[src/sbf_pkg.sv]
// Constants shared by the shared byte FIFO block
package sbf_pkg;
    localparam int unsigned DEPTH_FULL   = 512;
    localparam int unsigned DEPTH_SMALL  = 255;
    localparam int unsigned DATA_W       = 8;
    localparam int unsigned PTR_W        = 9;
    localparam int unsigned CNT_W        = 10;
    localparam int unsigned THR_W        = 9;
    localparam int unsigned IDX_W        = 6;
    localparam int unsigned IRQ_W        = 3;

    localparam logic [CNT_W-1:0] CNT_FULL  = 10'h200;
    localparam logic [CNT_W-1:0] CNT_SMALL = 10'h0FF;
    localparam logic [CNT_W-1:0] CNT_ONE   = 10'h001;
    localparam logic [THR_W-1:0] THR_RST   = 9'h008;

    // Register indices; byte address is four times the index
    localparam logic [IDX_W-1:0] REG_DATA   = 6'h00;
    localparam logic [IDX_W-1:0] REG_COUNT  = 6'h01;
    localparam logic [IDX_W-1:0] REG_CTRL   = 6'h02;
    localparam logic [IDX_W-1:0] REG_THR    = 6'h03;
    localparam logic [IDX_W-1:0] REG_IRQ_ST = 6'h04;
    localparam logic [IDX_W-1:0] REG_IRQ_EN = 6'h05;

    // Fields of buffer_control_reg
    localparam int unsigned CTRL_CLEAR    = 0;
    localparam int unsigned CTRL_CAP_SEL  = 1;
    localparam int unsigned CTRL_THR_MSB  = 2;
    localparam int unsigned CTRL_CNT_LO   = 3;
    localparam int unsigned CTRL_CNT_HI   = 4;
    localparam int unsigned CTRL_NEAR_E   = 5;
    localparam int unsigned CTRL_NEAR_F   = 6;
    localparam int unsigned CTRL_OVF      = 7;

    // Fields of irq_status_first and irq_enable_first
    localparam int unsigned IRQ_NEAR_E = 0;
    localparam int unsigned IRQ_NEAR_F = 1;
    localparam int unsigned IRQ_ERR    = 2;
endpackage

[src/sbf_mem.sv]
// Byte storage array with one write port and one combinational read port
module sbf_mem #(
    parameter int unsigned DW    = 8,
    parameter int unsigned AW    = 9,
    parameter int unsigned DEPTH = 512
) (
    input  wire logic          clk_i,
    input  wire logic          we_i,
    input  wire logic [AW-1:0] waddr_i,
    input  wire logic [DW-1:0] wdata_i,
    input  wire logic [AW-1:0] raddr_i,
    output logic      [DW-1:0] rdata_o
);
    logic [DW-1:0] mem_q [DEPTH];

    // No reset: stale bytes are unreachable once the pointers are cleared
    always_ff @(posedge clk_i) begin
        if (we_i) begin
            mem_q[waddr_i] <= wdata_i;
        end
    end

    assign rdata_o = mem_q[raddr_i];
endmodule

[src/sbf_fifo.sv]
// Shared byte FIFO with watermark flags, interrupts and Wishbone registers
// Behaviour
// - One FIFO of 512 bytes
// - Capacity select limits depth to 255 bytes
// - Full mode count and watermark span two bytes
// - Host and state machine share one storage
// - Clear bit resets pointers and fill count
// - Write increments, read decrements fill count
// - Write when full sets overflow and error
// - Watermark nine bits: reg 2 bit 2, reg 3
// - Near full when free space <= watermark
// - Near empty when fill count <= watermark
// - Near empty rise raises interrupt when enabled
// - Near full rise raises interrupt when enabled
//
// Local design decision: the Wishbone register port.
module sbf_fifo
    import sbf_pkg::*;
#(
    parameter int unsigned DEPTH = DEPTH_FULL
) (
    input  wire logic              clk_i,
    input  wire logic              rst_i,
    input  wire logic              cyc_i,
    input  wire logic              stb_i,
    input  wire logic              we_i,
    input  wire logic [7:0]        adr_i,
    input  wire logic [3:0]        sel_i,
    input  wire logic [31:0]       dat_i,
    output logic      [31:0]       dat_o,
    output logic                   ack_o,
    input  wire logic              sm_wr_i,
    input  wire logic [DATA_W-1:0] sm_wdata_i,
    input  wire logic              sm_rd_i,
    output logic      [DATA_W-1:0] sm_rdata_o,
    output logic                   sm_full_o,
    output logic                   sm_empty_o,
    output logic                   irq_o
);
    typedef struct packed {
        logic [PTR_W-1:0]  wr_ptr;
        logic [PTR_W-1:0]  rd_ptr;
        logic [CNT_W-1:0]  count;
        logic              cap_sel;
        logic [THR_W-1:0]  thr;
        logic              near_e;
        logic              near_f;
        logic              ovf;
        logic              full;
        logic              empty;
        logic [IRQ_W-1:0]  irq_st;
        logic [IRQ_W-1:0]  irq_en;
        logic              irq;
        logic              ack;
        logic [31:0]       dat;
        logic [DATA_W-1:0] sm_rdata;
    } sbf_state_s;

    localparam sbf_state_s RESET_S = '{
        wr_ptr:   '0,
        rd_ptr:   '0,
        count:    '0,
        cap_sel:  1'b0,
        thr:      THR_RST,
        near_e:   1'b1,
        near_f:   1'b0,
        ovf:      1'b0,
        full:     1'b0,
        empty:    1'b1,
        irq_st:   '0,
        irq_en:   '0,
        irq:      1'b0,
        ack:      1'b0,
        dat:      '0,
        sm_rdata: '0
    };

    sbf_state_s        q;
    sbf_state_s        d;
    logic [DATA_W-1:0] mem_rdata;
    logic              mem_we;
    logic [DATA_W-1:0] mem_wdata;

    sbf_mem #(
        .DW    (DATA_W),
        .AW    (PTR_W),
        .DEPTH (DEPTH)
    ) u_mem (
        .clk_i   (clk_i),
        .we_i    (mem_we),
        .waddr_i (q.wr_ptr),
        .wdata_i (mem_wdata),
        .raddr_i (q.rd_ptr),
        .rdata_o (mem_rdata)
    );

    always_comb begin
        logic [IDX_W-1:0]  idx;
        logic              take;
        logic              push;
        logic              pop;
        logic              push_ok;
        logic              pop_ok;
        logic              clear;
        logic [CNT_W-1:0]  size;
        logic [CNT_W-1:0]  free;
        logic [CNT_W-1:0]  thr_eff;
        logic [IRQ_W-1:0]  irq_set;
        logic [IRQ_W-1:0]  irq_clr;
        idx       = adr_i[7:2];
        push      = 1'b0;
        pop       = 1'b0;
        clear     = 1'b0;
        irq_clr   = '0;
        mem_wdata = sm_wdata_i;
        d         = q;
        d.ack     = 1'b0;
        // State machine wins the cycle; the host access waits until both sm_wr_i and sm_rd_i are low
        take = cyc_i & stb_i & ~q.ack & ~sm_wr_i & ~sm_rd_i;
        if (sm_wr_i) begin
            push = 1'b1;
        end
        if (sm_rd_i) begin
            pop = 1'b1;
        end
        if (take) begin
            d.ack = 1'b1;
            d.dat = '0;
            if (we_i) begin
                if (sel_i[0]) begin
                    unique case (idx)
                        REG_DATA: begin
                            push      = 1'b1;
                            mem_wdata = dat_i[DATA_W-1:0];
                        end
                        REG_CTRL: begin
                            clear     = dat_i[CTRL_CLEAR];
                            d.cap_sel = dat_i[CTRL_CAP_SEL];
                            d.thr[THR_W-1] = dat_i[CTRL_THR_MSB];
                        end
                        REG_THR: begin
                            d.thr[7:0] = dat_i[7:0];
                        end
                        REG_IRQ_ST: begin
                            irq_clr = dat_i[IRQ_W-1:0];
                        end
                        REG_IRQ_EN: begin
                            d.irq_en = dat_i[IRQ_W-1:0];
                        end
                        default: begin
                        end
                    endcase
                end
            end else begin
                unique case (idx)
                    REG_DATA: begin
                        // Empty read returns zero and leaves count alone
                        pop   = 1'b1;
                        d.dat = q.empty ? '0 : {24'h000000, mem_rdata};
                    end
                    REG_COUNT: begin
                        d.dat[7:0] = q.count[7:0];
                    end
                    REG_CTRL: begin
                        d.dat[CTRL_CAP_SEL] = q.cap_sel;
                        d.dat[CTRL_THR_MSB] = q.thr[THR_W-1];
                        d.dat[CTRL_CNT_LO]  = q.count[8];
                        d.dat[CTRL_CNT_HI]  = q.count[9];
                        d.dat[CTRL_NEAR_E]  = q.near_e;
                        d.dat[CTRL_NEAR_F]  = q.near_f;
                        d.dat[CTRL_OVF]     = q.ovf;
                    end
                    REG_THR: begin
                        d.dat[7:0] = q.thr[7:0];
                    end
                    REG_IRQ_ST: begin
                        d.dat[IRQ_W-1:0] = q.irq_st;
                    end
                    REG_IRQ_EN: begin
                        d.dat[IRQ_W-1:0] = q.irq_en;
                    end
                    default: begin
                    end
                endcase
            end
        end

        push_ok = push & ~q.full;
        pop_ok  = pop & ~q.empty;
        mem_we  = push_ok;
        if (push_ok) begin
            d.wr_ptr = q.wr_ptr + PTR_W'(1);
        end
        if (pop_ok) begin
            d.rd_ptr     = q.rd_ptr + PTR_W'(1);
            d.sm_rdata   = sm_rd_i ? mem_rdata : q.sm_rdata;
        end
        d.count = q.count + (push_ok ? CNT_ONE : '0) - (pop_ok ? CNT_ONE : '0);
        irq_set = '0;
        if (push & q.full) begin
            d.ovf = 1'b1;
            irq_set[IRQ_ERR] = 1'b1;
        end
        if (clear) begin
            d.wr_ptr = '0;
            d.rd_ptr = '0;
            d.count  = '0;
            d.ovf    = 1'b0;
        end

        // Small mode uses only the low byte of the watermark
        size    = d.cap_sel ? CNT_SMALL : CNT_FULL;
        thr_eff = d.cap_sel ? {2'b00, d.thr[7:0]} : {1'b0, d.thr};
        // A count left above a shrunk capacity reads as no free space
        free     = (d.count >= size) ? '0 : size - d.count;
        d.full   = d.count >= size;
        d.empty  = d.count == '0;
        d.near_f = free <= thr_eff;
        d.near_e = d.count <= thr_eff;
        irq_set[IRQ_NEAR_E] = d.near_e & ~q.near_e;
        irq_set[IRQ_NEAR_F] = d.near_f & ~q.near_f;
        // Set wins over a write-one clear in the same cycle
        d.irq_st = (q.irq_st & ~irq_clr) | irq_set;
        d.irq    = |(d.irq_st & d.irq_en);
    end

    always_ff @(posedge clk_i) begin
        if (rst_i) begin
            q <= RESET_S;
        end else begin
            q <= d;
        end
    end

    assign dat_o      = q.dat;
    assign ack_o      = q.ack;
    assign sm_rdata_o = q.sm_rdata;
    assign sm_full_o  = q.full;
    assign sm_empty_o = q.empty;
    assign irq_o      = q.irq;
endmodule

[config.mk]
export PLATFORM = sky130hd
export DESIGN_NAME = sbf_fifo
export DESIGN_NICKNAME = d
export VERILOG_FILES = /design/src/sbf_pkg.sv /design/src/sbf_mem.sv /design/src/sbf_fifo.sv
export SDC_FILE = /design/constraint.sdc
export NUM_CORES = 2
export LEC_CHECK = 0
export ABC_AREA = 0
export CAP_MARGIN = 20
export CORE_MARGIN = 2
export CORE_UTILIZATION = 40
export CTS_BUF_LIST = sky130_fd_sc_hd__clkbuf_2 sky130_fd_sc_hd__clkbuf_4 sky130_fd_sc_hd__clkbuf_8
export DETAILED_ROUTE_END_ITERATION = 7
export DONT_BUFFER_PORTS = 1
export PLACE_DENSITY = 0.58
export RECOVER_POWER = 100
export SLEW_MARGIN = 40
export SYNTH_ARGS = -nofsm -noshare
export SYNTH_HDL_FRONTEND = slang
export SYNTH_SLANG_ARGS = --single-unit
[constraint.sdc]
create_clock -name clk_i -period 8.65 [get_ports clk_i]
set_input_delay 0.4325 -clock clk_i [delete_from_list [all_inputs] [get_ports clk_i]]
set_output_delay 0.4325 -clock clk_i [all_outputs]
set_load 0.05 [all_outputs]
==> metrics.txt <==
# TYPE chip_impl_metric gauge
chip_impl_metric{name="clock_power_share",unit="%"} 39.1
chip_impl_info{name="largest_cells_by_area_after_synthesis",value="edfxtp_1 75%, mux4_2 12%, mux2i_1 2.1%"} 1
chip_impl_metric{name="power_per_cell_area",unit="nW/µm²"} 230
chip_impl_metric{name="floorplan.die.width",unit="µm"} 643
chip_impl_metric{name="slew_viol_final",unit=""} 3776
chip_impl_metric{name="synth_enable_flop_cells",unit=""} 4096
chip_impl_metric{name="fp.dieH",unit="µm"} 643
chip_impl_metric{name="post_cts_hold_buffer_count",unit=""} 44
chip_impl_metric{name="vias_per_cell",unit=""} 5.99
chip_impl_metric{name="mappedNetlistArea",unit="µm²"} 163000
chip_impl_metric{name="grt_first_pass_wirelength",unit="µm"} 690000
chip_impl_metric{name="coreArea",unit="µm²"} 406000
chip_impl_metric{name="wl_per_cell",unit="µm"} 34.9
chip_impl_info{name="worst_hold_path.endpoint",value="q[82]"} 1
chip_impl_metric{name="portBuffers",unit=""} 0
chip_impl_metric{name="count_of_endpoints_failing_setup_in_the_final_report",unit=""} 0
chip_impl_metric{name="synth.yosys.seq_area_share",unit="%"} 76.2
chip_impl_info{name="rsz0062_at_grt",value="false"} 1
chip_impl_metric{name="fp_rows",unit=""} 234
chip_impl_metric{name="power.internal",unit="W"} 0.0320
chip_impl_metric{name="top_level_ports",unit=""} 103
chip_impl_metric{name="cts.repair.resized",unit=""} 0
chip_impl_metric{name="finalSetupTns",unit="ps"} 0
chip_impl_info{name="r2r_end",value="dat_o[2]"} 1
chip_impl_metric{name="switching_share_of_total_power",unit="%"} 23.9
chip_impl_metric{name="synth_seq_cells",unit=""} 4172
chip_impl_info{name="tritoncts",value="done"} 1
chip_impl_metric{name="max_cap_violations",unit=""} 67
chip_impl_info{name="run_status",value="finished with violations"} 1
chip_impl_metric{name="detail_route.first_pass.iterations",unit=""} 7
chip_impl_metric{name="final_core_util",unit="%"} 45.0
chip_impl_metric{name="grt_usage",unit="%"} 23.8
chip_impl_metric{name="drive_gt1_share",unit="%"} 24.3
chip_impl_metric{name="numPlacedInstances",unit=""} 13200
chip_impl_metric{name="timing.final.crit_period",unit="ps"} 8470
chip_impl_metric{name="max_clock_freq",unit="MHz"} 118
chip_impl_metric{name="share_of_the_synthesized_area_in_the_top_cell_type",unit="%"} 75.3
chip_impl_metric{name="static_leakage",unit="nW"} 54.7
chip_impl_info{name="critical_path_class",value="reg2reg"} 1
chip_impl_metric{name="globalRoute.totalOverflow",unit=""} 0
chip_impl_metric{name="power_switching",unit="W"} 0.0100
chip_impl_metric{name="vias",unit=""} 86700
chip_impl_info{name="worst_hold_path_type",value="in2reg"} 1
chip_impl_info{name="synth_top_area_cell",value="edfxtp_1"} 1
chip_impl_metric{name="postRouteAntennaNets",unit=""} 0
chip_impl_metric{name="hold_depth",unit=""} 6
chip_impl_info{name="setup.worst_path.start_class",value="flip-flop"} 1
chip_impl_metric{name="numCtsBuffers",unit=""} 655
chip_impl_metric{name="cp.required",unit="ps"} 9770
chip_impl_metric{name="grt_start_max_net_pins",unit=""} 205
chip_impl_metric{name="async_reset_ff_share",unit="%"} 0
chip_impl_metric{name="cts.sinks",unit=""} 4172
chip_impl_metric{name="antenna_violations_before_repair",unit=""} 42
chip_impl_metric{name="area_growth_from_synthesis_to_final_layout",unit="%"} 11.8
chip_impl_metric{name="worst_slew_pin_slew",unit="ps"} 5660
chip_impl_metric{name="hold_viol",unit=""} 0
chip_impl_metric{name="critPathArrivalTime",unit="ps"} 9600
chip_impl_metric{name="htree_levels",unit=""} 6
chip_impl_metric{name="cts.reportedPaths.clkPinSlew",unit="ps"} 60
chip_impl_metric{name="post_synth.cell_area_avg",unit="µm²"} 20.2
chip_impl_metric{name="place_hpwl",unit="µm"} 313000
chip_impl_metric{name="synthCells",unit=""} 8102
chip_impl_metric{name="drc_errors",unit=""} 0
chip_impl_info{name="violations",value="max-capacitance violations, max-slew violations"} 1
chip_impl_metric{name="total_die_area",unit="µm²"} 414000
chip_impl_info{name="mostFrequentLayoutCell",value="edfxtp_1"} 1
chip_impl_metric{name="rrSetupSlack",unit="ps"} 180
chip_impl_metric{name="buffer_count_from_post_cts_setup_fixing",unit=""} 0
chip_impl_metric{name="cts-root-to-sink-buffers",unit=""} 4
chip_impl_metric{name="clkLatencyLatePin",unit="ps"} 1240
chip_impl_metric{name="power.share.combinational",unit="%"} 7.8
chip_impl_metric{name="grt_pass1_vias",unit=""} 85500
chip_impl_info{name="leading_cell_types_in_the_layout_fill_and_taps_excluded",value="4,096 x edfxtp_1, 885 x mux4_2, 666 x clkbuf_8, 665 x nor2_1, 339 x mux2i_1"} 1
chip_impl_metric{name="irDropWorstVdd",unit="mV"} 0.184
chip_impl_metric{name="route.final.wire_length",unit="µm"} 505000
chip_impl_metric{name="initial_utilization",unit="%"} 40.2
chip_impl_metric{name="timing.clock.skew",unit="ps"} 81.6
chip_impl_metric{name="final_cell_count_no_fill",unit=""} 14500
chip_impl_info{name="cts.root.buffer_cell",value="clkbuf_8"} 1
chip_impl_info{name="critPathCaptureType",value="flip-flop"} 1
chip_impl_info{name="synth_top_flop_cell",value="edfxtp_1"} 1
chip_impl_info{name="hold_start",value="we_i"} 1
chip_impl_metric{name="ys_warn_count",unit=""} 0
chip_impl_metric{name="number_of_nets_at_the_end_of_the_flow",unit=""} 8639
chip_impl_metric{name="drt_iter0_drc",unit=""} 13000
chip_impl_metric{name="part_of_the_cycle_the_worst_path_needs",unit="%"} 98.0
chip_impl_metric{name="ff2ff_path_depth",unit=""} 10
chip_impl_metric{name="power_frac_seq",unit="%"} 53.1
chip_impl_metric{name="count_of_distinct_cell_types_in_the_synthesized_netlist",unit=""} 92
chip_impl_metric{name="gp_congestion",unit=""} 0.882
chip_impl_metric{name="critical_path.max_fanout",unit=""} 28
chip_impl_metric{name="max-slew-margin-rel",unit="%"} -277
layer usage:
layer | track usage, % | share of wire [%]
met5 | 0.370 | 0.055
met2 | 36.3 | 45
met4 | 10.4 | 5.0
met3 | 5.86 | 11
met1 | 32.6 | 39
through the flow:
stage / power, W / hold WS, ps / setup slack, ps / cell area, µm²
after floorplan: 0.0250 / 426 / 1880 / 164000
after global placement: 0.0259 / 470 / 792 / 170000
after detailed placement: 0.0260 / 463 / 596 / 170000
after CTS: 0.0422 / 1.32 / 482 / 183000
after global routing: 0.0433 / 21.0 / 50.1 / 183000
final: 0.0421 / 50.6 / 176 / 183000
Yosys cell counts (11+ instances only):
cell type / count
nand2_1: 212
a2111oi_0: 16
nand3_1: 88
or2_2: 14
or3_1: 12
buf_2: 154
nand3b_1: 11
clkbuf_1: 159
mux4_1: 11
a22oi_1: 215
a22o_1: 11
nor3_1: 27
nor2_1: 681
nor4_1: 11
o21ai_0: 106
xor2_1: 15
ha_1: 42
a21oi_1: 111
edfxtp_1: 4096
dfxtp_1: 76
mux2i_1: 348
a221oi_1: 41
o22ai_1: 97
a31oi_1: 21
xnor2_1: 13
inv_1: 43
nand4_1: 39
buf_1: 17
buf_4: 143
and3_1: 20
mux2_2: 24
buf_6: 49
a211oi_1: 59
mux4_2: 885
nand2b_1: 25
o211ai_1: 16
nor2b_1: 36
kinds of logic after synthesis:
logic type	count (synthesis)	synth area share [%]
other cells	1	0.00229
simple gates	1221	3.29
mux	1268	14.7
xor+xnor	28	0.150
compound gates	794	3.34
flops	4172	76.2
fa+ha+maj	44	0.346
buf+inv	574	2.01
final cells by class:
class                      count  area (µm²)
antenna                       25        62.6
clock buffer                 845       10500
clock inverter               310        2120
fill                       34600      224000
inverter                      46         173
multi-input combinational   3379       36000
sequential                  4172      125000
tap                         5428        6790
timing repair buffer         282        2510
critical path: stages (launching register included):
cell       delay (ps)
dfxtp_4           640
clkbuf_1         1930
or2_1             580
or3_1             570
o22ai_1           350
or4_1             550
a2111oi_0         330
a31oi_1           240
a2111oi_0        2540
a221oi_1          390
o21ai_1           240
power groups by stage:
stage / Combinational, W / Sequential (W) / Clock (W)
2_1_floorplan: 0.00225 / 0.0228 / 0
5_1_grt: 0.00353 / 0.0223 / 0.0175
4_1_cts: 0.00331 / 0.0223 / 0.0166
3_5_place_dp: 0.00327 / 0.0227 / 0
3_3_place_gp: 0.00321 / 0.0227 / 0
6_report: 0.00329 / 0.0223 / 0.0164
registers in the layout, summed over array words and instances, names as in the netlist, named ones only:
register and count:
irq_o 1, sm_full_o 1, sm_rdata_o 8, q 47, ack_o 1, dat_o 8
sm_empty_o 1, u_mem.mem_q 4096
worst max-delay path by stage:
stage / start / end / slack [ps] / depth (start not counted)
after floorplan: adr_i[7] / irq_o / 1880 / 33
final: flip-flop / dat_o[2] / 180 / 10
after global placement: adr_i[7] / irq_o / 790 / 31
after detailed placement: adr_i[7] / irq_o / 600 / 31
after CTS: ack_o / irq_o / 480 / 30
after global routing: ack_o / irq_o / 50 / 30
Power figures use the tool's default switching activity.
